**src/inc/qcr_map.vh**
```
/*
 * qcr_map.vh: register offsets, field positions, query codes and reply
 * constants for the query command responder.
 * assumes: included by bare name, definitions only.
 */
`ifndef QCR_MAP_VH
`define QCR_MAP_VH

// ----------------------------------------------------------------
// register byte offsets
// ----------------------------------------------------------------
`define QCR_ADDR_W 8
`define QCR_OFF_CMD 8'h00
`define QCR_OFF_RDATA 8'h04
`define QCR_OFF_ARM 8'h08
`define QCR_OFF_CTRL 8'h0C
`define QCR_OFF_STATUS 8'h10
`define QCR_OFF_SWITCH 8'h14

// ----------------------------------------------------------------
// fields and reset values
// ----------------------------------------------------------------
`define QCR_CMD_CODE_LSB 0
`define QCR_CMD_ARG_LSB 8
`define QCR_CTRL_NOTIFY_BIT 0
`define QCR_ARM_RST 8'h00
`define QCR_NOTIFY_RST 1'b0

// ----------------------------------------------------------------
// query codes written to the command register
// ----------------------------------------------------------------
`define QCR_Q_NAME 4'h0
`define QCR_Q_SER 4'h1
`define QCR_Q_VER 4'h2
`define QCR_Q_POS 4'h3
`define QCR_Q_TPOS 4'h4
`define QCR_Q_VEL 4'h5
`define QCR_Q_SPEED 4'h6
`define QCR_Q_PWM 4'h7
`define QCR_Q_CTRL_OUT 4'h8
`define QCR_Q_CUR_LIM 4'h9
`define QCR_Q_CUR 4'hA
`define QCR_Q_HEAT 4'hB
`define QCR_Q_ADV 4'hC
`define QCR_Q_STATUS 4'hD
`define QCR_Q_SWITCH 4'hE

// ----------------------------------------------------------------
// analog limits, counts at 1000 per volt
// ----------------------------------------------------------------
`define QCR_ADV_MAX 16'h2710
`define QCR_ADV_MIN 16'hD8F0

// ----------------------------------------------------------------
// ascii and axi answers
// ----------------------------------------------------------------
`define QCR_CH_CR 8'h0D
`define QCR_CH_LF 8'h0A
`define QCR_CH_MINUS 8'h2D
`define QCR_CH_ZERO 8'h30
`define QCR_CH_ERR 8'h72
`define QCR_RESP_OKAY 2'b00
`define QCR_RESP_SLVERR 2'b10

`endif

```
**src/design/qcr_top.v**
```verilog
/*
 * qcr_top: query command responder with an axi4-lite register slave.
 * software writes a query code, then pops the ascii reply byte by byte.
 * assumes: all inputs synchronous to sys_clk_i; values come from the
 * surrounding control loops already in their reported units.
 */
// What this block does
// name query replies controller designation string
// serial query replies unit serial number
// both velocity queries return target rpm
// pwm query returns voltage-mode commanded value
// controller output query returns applied output
// current limit query returns limit in mA
// measured current query returns actual mA
// heat query returns housing temperature celsius
// analog query returns input voltage, 1000/V
// input one signed, clamped to +-10000
// inputs three-five unsigned, clamped 0..10000
// host passes only inputs 1,3,4,5
// status bits 0-3 report homing/sequence activity
// status bits 4-7 report limit/error conditions
// status bits 8-12 mirror inputs; 13-15 reserved
// status bit 16 set at target position
// switch word bits 0-7 hold arm setting
// switch bits 24-31 latch triggered switches
// new setting clears all eight triggered flags
// failed command with notify replies "r"
// numeric replies are decimal ascii ending CR LF
`timescale 1ns/1ns
`include "qcr_map.vh"

module qcr_top #(
  parameter [63:0] NAME_STR = "QCR-0001",
  parameter [31:0] SERIAL_NUM = 32'h0000_0001,
  parameter [31:0] VERSION_NUM = 32'h0000_0064,
  parameter HAS_AIN45 = 1
) (
  input wire sys_clk_i,
  input wire rst_n_i,
  input wire ce_i,
  input wire [`QCR_ADDR_W-1:0] s_axi_awaddr_i,
  input wire s_axi_awvalid_i,
  output reg s_axi_awready_o,
  input wire [31:0] s_axi_wdata_i,
  input wire [3:0] s_axi_wstrb_i,
  input wire s_axi_wvalid_i,
  output reg s_axi_wready_o,
  output reg [1:0] s_axi_bresp_o,
  output reg s_axi_bvalid_o,
  input wire s_axi_bready_i,
  input wire [`QCR_ADDR_W-1:0] s_axi_araddr_i,
  input wire s_axi_arvalid_i,
  output reg s_axi_arready_o,
  output reg [31:0] s_axi_rdata_o,
  output reg [1:0] s_axi_rresp_o,
  output reg s_axi_rvalid_o,
  input wire s_axi_rready_i,
  input wire [31:0] act_pos_i,
  input wire [31:0] tgt_pos_i,
  input wire [31:0] tgt_vel_i,
  input wire [31:0] pwm_cmd_i,
  input wire [31:0] ctrl_out_i,
  input wire [31:0] cur_lim_i,
  input wire [31:0] cur_act_i,
  input wire [31:0] heat_i,
  input wire [15:0] ain1_i,
  input wire [15:0] ain3_i,
  input wire [15:0] ain4_i,
  input wire [15:0] ain5_i,
  input wire homing_i,
  input wire seq_run_i,
  input wire seq_delay_i,
  input wire seq_notify_i,
  input wire cur_limiting_i,
  input wire dev_err_i,
  input wire over_volt_i,
  input wire over_temp_i,
  input wire [4:0] stat_in_i,
  input wire pos_reached_i,
  input wire [7:0] lim_sw_i,
  output reg notify_en_o
);

  // ----------------------------------------------------------------
  // functions
  // ----------------------------------------------------------------
  function [31:0] clamp_s;
    input [15:0] v;
    begin
      if (!v[15] && v > `QCR_ADV_MAX) begin
        clamp_s = {16'h0000, `QCR_ADV_MAX};
      end else if (v[15] && v < `QCR_ADV_MIN) begin
        clamp_s = {16'hFFFF, `QCR_ADV_MIN};
      end else begin
        clamp_s = {{16{v[15]}}, v};
      end
    end
  endfunction

  function [31:0] clamp_u;
    input [15:0] v;
    begin
      clamp_u = {16'h0000, (v > `QCR_ADV_MAX) ? `QCR_ADV_MAX : v};
    end
  endfunction

  // ----------------------------------------------------------------
  // reset release
  // ----------------------------------------------------------------
  reg rst_a_ff;
  reg rst_s_ff;
  wire rst_n;

  always @(posedge sys_clk_i or negedge rst_n_i) begin
    if (!rst_n_i) begin
      rst_a_ff <= 1'b0;
      rst_s_ff <= 1'b0;
    end else begin
      rst_a_ff <= 1'b1;
      rst_s_ff <= rst_a_ff;
    end
  end
  assign rst_n = rst_s_ff;

  // ----------------------------------------------------------------
  // state
  // ----------------------------------------------------------------
  localparam ST_IDLE = 1'b0;
  localparam ST_CONV = 1'b1;

  reg state_ff;
  reg aw_held_ff;
  reg w_held_ff;
  reg [`QCR_ADDR_W-1:0] awaddr_ff;
  reg [31:0] wdata_ff;
  reg [3:0] wstrb_ff;
  reg go_ff;
  reg [3:0] code_ff;
  reg [2:0] arg_ff;
  reg [7:0] arm_ff;
  reg [7:0] trig_ff;
  reg [16:0] opstat_ff;
  reg [7:0] buf_ff [0:15];
  reg [31:0] mag_ff;
  reg neg_ff;
  reg [3:0] wr_idx_ff;
  reg [3:0] rd_idx_ff;
  reg avail_ff;
  integer i;

  wire do_wr = aw_held_ff & w_held_ff & ~s_axi_bvalid_o;
  wire [`QCR_ADDR_W-1:0] wa = {awaddr_ff[`QCR_ADDR_W-1:2], 2'b00};
  wire [`QCR_ADDR_W-1:0] ra = {s_axi_araddr_i[`QCR_ADDR_W-1:2], 2'b00};
  wire ar_go = s_axi_arvalid_i & s_axi_arready_o;
  wire busy = go_ff | (state_ff == ST_CONV);
  wire wr_cmd = do_wr & (wa == `QCR_OFF_CMD) & wstrb_ff[0] & ~busy;
  wire wr_arm = do_wr & (wa == `QCR_OFF_ARM) & wstrb_ff[0];
  wire wr_ctrl = do_wr & (wa == `QCR_OFF_CTRL) & wstrb_ff[0];
  wire wr_ok = (wa == `QCR_OFF_CMD) | (wa == `QCR_OFF_ARM) | (wa == `QCR_OFF_CTRL);
  wire pop = ar_go & (ra == `QCR_OFF_RDATA) & avail_ff;
  wire [31:0] switch_word = {trig_ff, 16'h0000, arm_ff};

  // divide by ten, one decimal digit per cycle
  wire [31:0] q10 = mag_ff / 32'd10;
  wire [31:0] q10x = {q10[28:0], 3'b000} + {q10[30:0], 1'b0};
  wire [31:0] rem10 = mag_ff - q10x;
  wire [7:0] dig = `QCR_CH_ZERO + {4'h0, rem10[3:0]};

  // ----------------------------------------------------------------
  // query value select
  // ----------------------------------------------------------------
  reg [31:0] qval;
  reg qerr;

  always @* begin
    qval = 32'h0000_0000;
    qerr = 1'b0;
    case (code_ff)
      `QCR_Q_NAME: qval = 32'h0000_0000;
      `QCR_Q_SER: qval = SERIAL_NUM;
      `QCR_Q_VER: qval = VERSION_NUM;
      `QCR_Q_POS: qval = act_pos_i;
      `QCR_Q_TPOS: qval = tgt_pos_i;
      `QCR_Q_VEL: qval = tgt_vel_i;
      `QCR_Q_SPEED: qval = tgt_vel_i;
      `QCR_Q_PWM: qval = pwm_cmd_i;
      `QCR_Q_CTRL_OUT: qval = ctrl_out_i;
      `QCR_Q_CUR_LIM: qval = cur_lim_i;
      `QCR_Q_CUR: qval = cur_act_i;
      `QCR_Q_HEAT: qval = heat_i;
      `QCR_Q_ADV: begin

        case (arg_ff)
          3'd1: qval = clamp_s(ain1_i);
          3'd3: qval = clamp_u(ain3_i);
          3'd4: begin
            qval = clamp_u(ain4_i);
            qerr = (HAS_AIN45 == 0);
          end
          3'd5: begin
            qval = clamp_u(ain5_i);
            qerr = (HAS_AIN45 == 0);
          end
          default: qerr = 1'b1;
        endcase
      end
      `QCR_Q_STATUS: qval = {15'h0000, opstat_ff};
      `QCR_Q_SWITCH: qval = switch_word;
      default: qerr = 1'b1;
    endcase
  end

  // ----------------------------------------------------------------
  // status words
  // ----------------------------------------------------------------
  always @(posedge sys_clk_i or negedge rst_n) begin
    if (!rst_n) begin
      opstat_ff <= 17'h0_0000;
      trig_ff <= 8'h00;
      arm_ff <= `QCR_ARM_RST;
      notify_en_o <= `QCR_NOTIFY_RST;
    end else if (ce_i) begin
      opstat_ff[3:0] <= {seq_notify_i, seq_delay_i, seq_run_i, homing_i};
      opstat_ff[7:4] <= {over_temp_i, over_volt_i, dev_err_i, cur_limiting_i};
      opstat_ff[15:8] <= {3'b000, stat_in_i};
      opstat_ff[16] <= pos_reached_i;
      // a switch that fires in the clearing cycle is kept: set wins
      trig_ff <= (trig_ff & ~{8{wr_arm}}) | (lim_sw_i & arm_ff);
      if (wr_arm) begin
        arm_ff <= wdata_ff[7:0];
      end
      if (wr_ctrl) begin
        notify_en_o <= wdata_ff[`QCR_CTRL_NOTIFY_BIT];
      end
    end
  end

  // ----------------------------------------------------------------
  // axi4-lite write and read channels
  // ----------------------------------------------------------------
  always @(posedge sys_clk_i or negedge rst_n) begin
    if (!rst_n) begin
      s_axi_awready_o <= 1'b0;
      s_axi_wready_o <= 1'b0;
      s_axi_bvalid_o <= 1'b0;
      s_axi_bresp_o <= `QCR_RESP_OKAY;
      s_axi_arready_o <= 1'b0;
      s_axi_rvalid_o <= 1'b0;
      s_axi_rresp_o <= `QCR_RESP_OKAY;
      s_axi_rdata_o <= 32'h0000_0000;
      aw_held_ff <= 1'b0;
      w_held_ff <= 1'b0;
      awaddr_ff <= {`QCR_ADDR_W{1'b0}};
      wdata_ff <= 32'h0000_0000;
      wstrb_ff <= 4'h0;
    end else if (ce_i) begin
      s_axi_awready_o <= ~aw_held_ff & ~(s_axi_awvalid_i & s_axi_awready_o);
      s_axi_wready_o <= ~w_held_ff & ~(s_axi_wvalid_i & s_axi_wready_o);
      if (s_axi_awvalid_i & s_axi_awready_o) begin
        aw_held_ff <= 1'b1;
        awaddr_ff <= s_axi_awaddr_i;
      end
      if (s_axi_wvalid_i & s_axi_wready_o) begin
        w_held_ff <= 1'b1;
        wdata_ff <= s_axi_wdata_i;
        wstrb_ff <= s_axi_wstrb_i;
      end
      if (do_wr) begin
        aw_held_ff <= 1'b0;
        w_held_ff <= 1'b0;
        s_axi_awready_o <= 1'b1;
        s_axi_wready_o <= 1'b1;
        s_axi_bvalid_o <= 1'b1;
        s_axi_bresp_o <= wr_ok ? `QCR_RESP_OKAY : `QCR_RESP_SLVERR;
      end else if (s_axi_bvalid_o & s_axi_bready_i) begin
        s_axi_bvalid_o <= 1'b0;
      end
      if (ar_go) begin
        s_axi_arready_o <= 1'b0;
        s_axi_rvalid_o <= 1'b1;
        s_axi_rresp_o <= `QCR_RESP_OKAY;
        case (ra)
          `QCR_OFF_CMD: s_axi_rdata_o <= {30'h0000_0000, avail_ff, busy};
          `QCR_OFF_RDATA: s_axi_rdata_o <= {23'h00_0000, avail_ff, buf_ff[rd_idx_ff]};
          `QCR_OFF_ARM: s_axi_rdata_o <= {24'h00_0000, arm_ff};
          `QCR_OFF_CTRL: s_axi_rdata_o <= {31'h0000_0000, notify_en_o};
          `QCR_OFF_STATUS: s_axi_rdata_o <= {15'h0000, opstat_ff};
          `QCR_OFF_SWITCH: s_axi_rdata_o <= switch_word;
          default: begin
            s_axi_rdata_o <= 32'h0000_0000;
            s_axi_rresp_o <= `QCR_RESP_SLVERR;
          end
        endcase
      end else if (s_axi_rvalid_o & s_axi_rready_i) begin
        s_axi_rvalid_o <= 1'b0;
        s_axi_arready_o <= 1'b1;
      end else if (~s_axi_rvalid_o) begin
        s_axi_arready_o <= 1'b1;
      end
    end
  end

  // ----------------------------------------------------------------
  // reply builder: digits fill the buffer from the back
  // ----------------------------------------------------------------
  always @(posedge sys_clk_i or negedge rst_n) begin
    if (!rst_n) begin
      state_ff <= ST_IDLE;
      go_ff <= 1'b0;
      code_ff <= 4'h0;
      arg_ff <= 3'd0;
      mag_ff <= 32'h0000_0000;
      neg_ff <= 1'b0;
      wr_idx_ff <= 4'h0;
      rd_idx_ff <= 4'h0;
      avail_ff <= 1'b0;
      for (i = 0; i < 16; i = i + 1) begin
        buf_ff[i] <= 8'h00;
      end
    end else if (ce_i) begin
      go_ff <= wr_cmd;
      if (wr_cmd) begin
        // a new query discards any unread reply
        code_ff <= wdata_ff[`QCR_CMD_CODE_LSB +: 4];
        arg_ff <= wdata_ff[`QCR_CMD_ARG_LSB +: 3];
        avail_ff <= 1'b0;
      end else if (pop) begin
        rd_idx_ff <= rd_idx_ff + 4'h1;
        if (rd_idx_ff == 4'hF) begin
          avail_ff <= 1'b0;
        end
      end
      case (state_ff)
        ST_IDLE: begin
          if (go_ff) begin
            buf_ff[14] <= `QCR_CH_CR;
            buf_ff[15] <= `QCR_CH_LF;
            if (qerr) begin
              buf_ff[15] <= `QCR_CH_ERR;
              rd_idx_ff <= 4'hF;
              avail_ff <= notify_en_o;
            end else if (code_ff == `QCR_Q_NAME) begin
              for (i = 0; i < 8; i = i + 1) begin
                buf_ff[6 + i] <= NAME_STR[63 - 8 * i -: 8];
              end
              rd_idx_ff <= 4'h6;
              avail_ff <= 1'b1;
            end else begin
              neg_ff <= qval[31];
              mag_ff <= qval[31] ? (32'h0000_0000 - qval) : qval;
              wr_idx_ff <= 4'hD;
              state_ff <= ST_CONV;
            end
          end
        end
        ST_CONV: begin
          buf_ff[wr_idx_ff] <= dig;
          mag_ff <= q10;
          wr_idx_ff <= wr_idx_ff - 4'h1;
          if (q10 == 32'h0000_0000) begin
            state_ff <= ST_IDLE;
            avail_ff <= 1'b1;
            if (neg_ff) begin
              buf_ff[wr_idx_ff - 4'h1] <= `QCR_CH_MINUS;
              rd_idx_ff <= wr_idx_ff - 4'h1;
            end else begin
              rd_idx_ff <= wr_idx_ff;
            end
          end
        end
        default: state_ff <= ST_IDLE;
      endcase
    end
  end

endmodule

```
**config.mk**
```make
export PLATFORM = sky130hd
export DESIGN_NAME = qcr_top
export DESIGN_NICKNAME = d
export VERILOG_FILES = /design/src/design/qcr_top.v
export VERILOG_INCLUDE_DIRS = /design/src /design/src/inc
export SDC_FILE = /design/constraint.sdc
export NUM_CORES = 1
export LEC_CHECK = 0
export BUFFER_PORTS_ARGS = -buffer_cell sky130_fd_sc_hd__buf_2
export CAP_MARGIN = 25
export CELL_PAD_IN_SITES_DETAIL_PLACEMENT = 1
export CELL_PAD_IN_SITES_GLOBAL_PLACEMENT = 1
export CORE_MARGIN = 2
export CORE_UTILIZATION = 46
export CTS_BUF_LIST = sky130_fd_sc_hd__clkbuf_8
export DETAILED_ROUTE_END_ITERATION = 7
export PLACE_DENSITY_LB_ADDON = 0.1
export REMOVE_ABC_BUFFERS = 1
export SETUP_SLACK_MARGIN = 0.1
export SYNTH_ARGS = -nofsm -noshare
export SYNTH_HDL_FRONTEND = slang
export SYNTH_SLANG_ARGS = --single-unit
```
**constraint.sdc**
```tcl
create_clock -name sys_clk_i -period 19.2 [get_ports sys_clk_i]
set_input_delay 5.76 -clock sys_clk_i [delete_from_list [all_inputs] [get_ports sys_clk_i]]
set_output_delay 5.76 -clock sys_clk_i [all_outputs]
set_load 0.05 [all_outputs]
```
==> results.py <==
metrics = {
    "critical_path": {
        "worstSetupPathType": "flip-flop to flip-flop",
        "end_kind": "flip-flop",
        "critPathArrivalTime_ns": 17.10,
        "start_kind": "flip-flop",
        "crit_family": "compound AO/OA/AOI/OAI gates",
        "slowest_stage": "dfrtp_1",
        "critPathMaxFanout": 23,
        "path_buf_inv": 3,
        "max_stage_delay_ns": 0.83,
        "crit_required_ns": 19.73,
    },
    "route": {
        "detail_route.wl_per_cell_um": 28.6,
        "drt_iter0_drc": 2059,
        "vias": 23200,
        "drc": 0,
        "routed_wl_mm": 96.6,
        "ant_nets": 0,
        "drt-pass1-iter-count": 7,
        "vias_per_cell": 6.87,
    },
    "cells_and_area": {
        "syn_to_final_growth_pct": 15.5,
        "nNetsFinal": 3150,
        "final_layout_size_suffix_gt1_share_pct": 25.2,
        "final-seq-area_um2": 6540,
        "multi_input_area_um2": 13400,
        "n_fill_cell": 5467,
    },
    "floorplan": {
        "die_w_um": 217,
        "io_pins": 444,
        "die_height_um": 217,
        "dieArea_um2": 47300,
        "initial_utilization_pct": 46.4,
        "core_area_um2": 45200,
        "rows": 78,
    },
    "power": {
        "p_seq_share_pct": 16.1,
        "p_per_area_nw_per_um2": 233,
        "p_switching_mw": 3.21,
        "p_comb_share_pct": 74.4,
        "leakage_nw": 10.4,
        "peakVddDrop_mv": 0.333,
        "switching_share_pct": 56.8,
        "clkPwrFrac_pct": 9.5,
        "p_int_mw": 2.44,
    },
    "clock_tree": {
        "clockRootBuffer": "clkbuf_8",
        "clk_latency_ns": 0.64,
        "clk_pin_slew_worst_paths_ns": 0.07,
        "cts-resized-gates": 0,
        "clock_sinks": 261,
        "cts_tree": "built",
        "postCtsSetupBuffers": 0,
        "cts_buffers": 47,
        "h-tree-depth": 2,
        "postCtsHoldBufs": 0,
        "clk_path_buf_depth": 3,
    },
    "sta": {
        "hold_viol": 0,
        "fmax_mhz": 60.4,
        "fin_ws_ns": 2.64,
        "fin_setup_tns_ns": 0,
        "min_period_over_period_pct": 86.3,
        "fin_skew_ns": 0.0459,
        "setup_viol": 0,
        "finalMaxSlewViolations": 0,
        "rsz0062_at_grt": "no",
        "worstMarginPinSlew_ns": 1.15,
        "fin_crit_ns": 16.56,
        "whs_ns": 0.342,
        "slew_headroom_pct": 22.9,
    },
    "logic_synthesis": {
        "ys_async_sr_fraction_pct": 100,
        "synth_top_area_share_pct": 31.2,
        "synthCells": 2440,
        "synthTopCellsByArea": "dfrtp_1 31%, mux4_2 4.3%, nand2_1 3.8%",
        "synthMuxAreaShare_pct": 8.41,
        "synth_xor_xnor_area_share_pct": 2.23,
        "yosys-top-cells-count": "261 x dfrtp_1, 213 x nand2_1, 192 x nor2_1",
        "ys_types": 128,
        "synth_top_family_by_area": "compound AO/OA/AOI/OAI gates",
        "ys_seq_area_share_pct": 31.2,
        "synthFlopType": "dfrtp_1",
        "ys_warn_count": 0,
        "synthSimpleGateAreaFrac_pct": 20.0,
        "synthesis.area_um2": 21000,
        "synth_adder_area_share_pct": 1.22,
        "yosysTopAreaCell": "dfrtp_1",
        "ys_ff_latch": 261,
        "synth_most_common_cell": "dfrtp_1",
        "syn_avg_cell_area_um2": 8.59,
        "synth_edf_count": 0,
        "synth_compound_area_share_pct": 31.2,
    },
    "global_routing": {
        "grt_overflow": 0,
        "grt_max_degree": 75,
        "grt_antenna_before_repair": 11,
        "grt_use_total_pct": 40.0,
        "grt_pass1_vias": 23300,
        "grt_pass1_wl_mm": 145,
    },
    "hold_path": {
        "hold_path.class": "flip-flop to flip-flop",
    },
    "placed_design": {
        "dp_slack_ns": 2.65,
        "gp_congestion": 0.943,
        "numPortBuffers": 403,
        "dpl.hpwl_mm": 73.0,
    },
    "run_status": {
        "status": "completed",
    },
    "flow_run": {
        "maxCapViolations": 0,
    },
}
==> flip-flops by register name, indices dropped and copies added, names as in the netlist, 3 cells and up <==
| register | flops |
|---|---|
| buf_ff | 128 |
| mag_ff | 32 |
| s_axi_rdata_o | 22 |
| opstat_ff | 14 |
| wdata_ff | 11 |
| arm_ff | 8 |
| trig_ff | 8 |
| awaddr_ff | 6 |
| code_ff | 4 |
| rd_idx_ff | 4 |
| wr_idx_ff | 4 |
| arg_ff | 3 |
==> stage by stage <==
stage | util [%] | instance area [um^2] | power (mW) | std cells
2_1_floorplan | - | 20100 | 3.68 | 2243
3_3_place_gp | 51.3 | 23200 | 4.81 | 3280
3_5_place_dp | 51.4 | 23200 | 4.97 | 3282
4_1_cts | 53.4 | 24100 | 5.54 | 3363
5_1_grt | 53.6 | 24200 | 6.00 | 3373
6_report | 53.6 | 24200 | 5.65 | 3377
==> final timing paths <==
check	start	endpoint	slack, ns	depth (start not counted)
worst max register to register	mag_ff[27]	buf_ff[121]	2.64	45
worst min register to register	rst_a_ff	rst_n	0.34	0
min in group asynchronous	rst_n	buf_ff[74]	0.35	0
worst min-delay path	rst_a_ff	rst_n	0.34	0
worst max-delay path	mag_ff[27]	buf_ff[121]	2.64	45
max in group asynchronous	rst_n_i	rst_n	14.20	1
==> cell families (layout without fill, tap and decap cells) <==
group	Yosys count	after routing
and+or+nand+nor	834	834
adders and majority gates	22	22
other	2	24
DFF	261	261
AOI/OAI and AO/OA	870	870
muxes	118	118
buffers and inverters	282	597
xor gates and xnor gates	51	51
==> layout by cell type (no fill, tap or decap), types with 23 or more instances in the layout <==
cell type / instances
a222oi_1: 26
mux2_2: 58
o211ai_1: 38
nand2_1: 213
nand4_1: 30
nor3_1: 55
clkbuf_8: 60
inv_1: 83
a22o_1: 51
a211oi_1: 55
xnor2_1: 32
buf_2: 404
buf_4: 36
a221oi_1: 33
a31oi_1: 38
dfrtp_1: 257
nand3_1: 102
a21oi_1: 123
o31ai_1: 25
nor2_1: 188
o22ai_1: 23
and2_1: 24
a22oi_1: 59
and3_1: 43
mux4_2: 40
nor4_1: 29
o21ai_0: 114
==> cell type report <==
cell class | instances | area share (%)
antenna | 11 | 0.114
clock buffer | 60 | 3.41
clock inverter | 21 | 0.429
inverter | 74 | 1.15
multi-input combinational | 1908 | 55.2
sequential | 261 | 27.0
tap | 600 | 3.10
timing repair buffer | 442 | 9.64
==> routing by layer <==
metal	vias to the layer above	track usage, %	share of wire [%]
li1	10000	-	-
met1	11800	52.3	40
met2	1119	63.9	46
met3	227	8.13	9.4
met4	4	17.7	4.6
met5	-	0	0.023
==> power by group through the flow <==
stage	clock [mW]	combinational, mW	sequential [mW]
3_3_place_gp	0	3.92	0.894
3_5_place_dp	0	4.07	0.905
2_1_floorplan	0	2.81	0.868
5_1_grt	0.563	4.51	0.927
4_1_cts	0.544	4.10	0.897
6_report	0.537	4.21	0.908
Note: power is estimated with default switching activity, not from simulation.
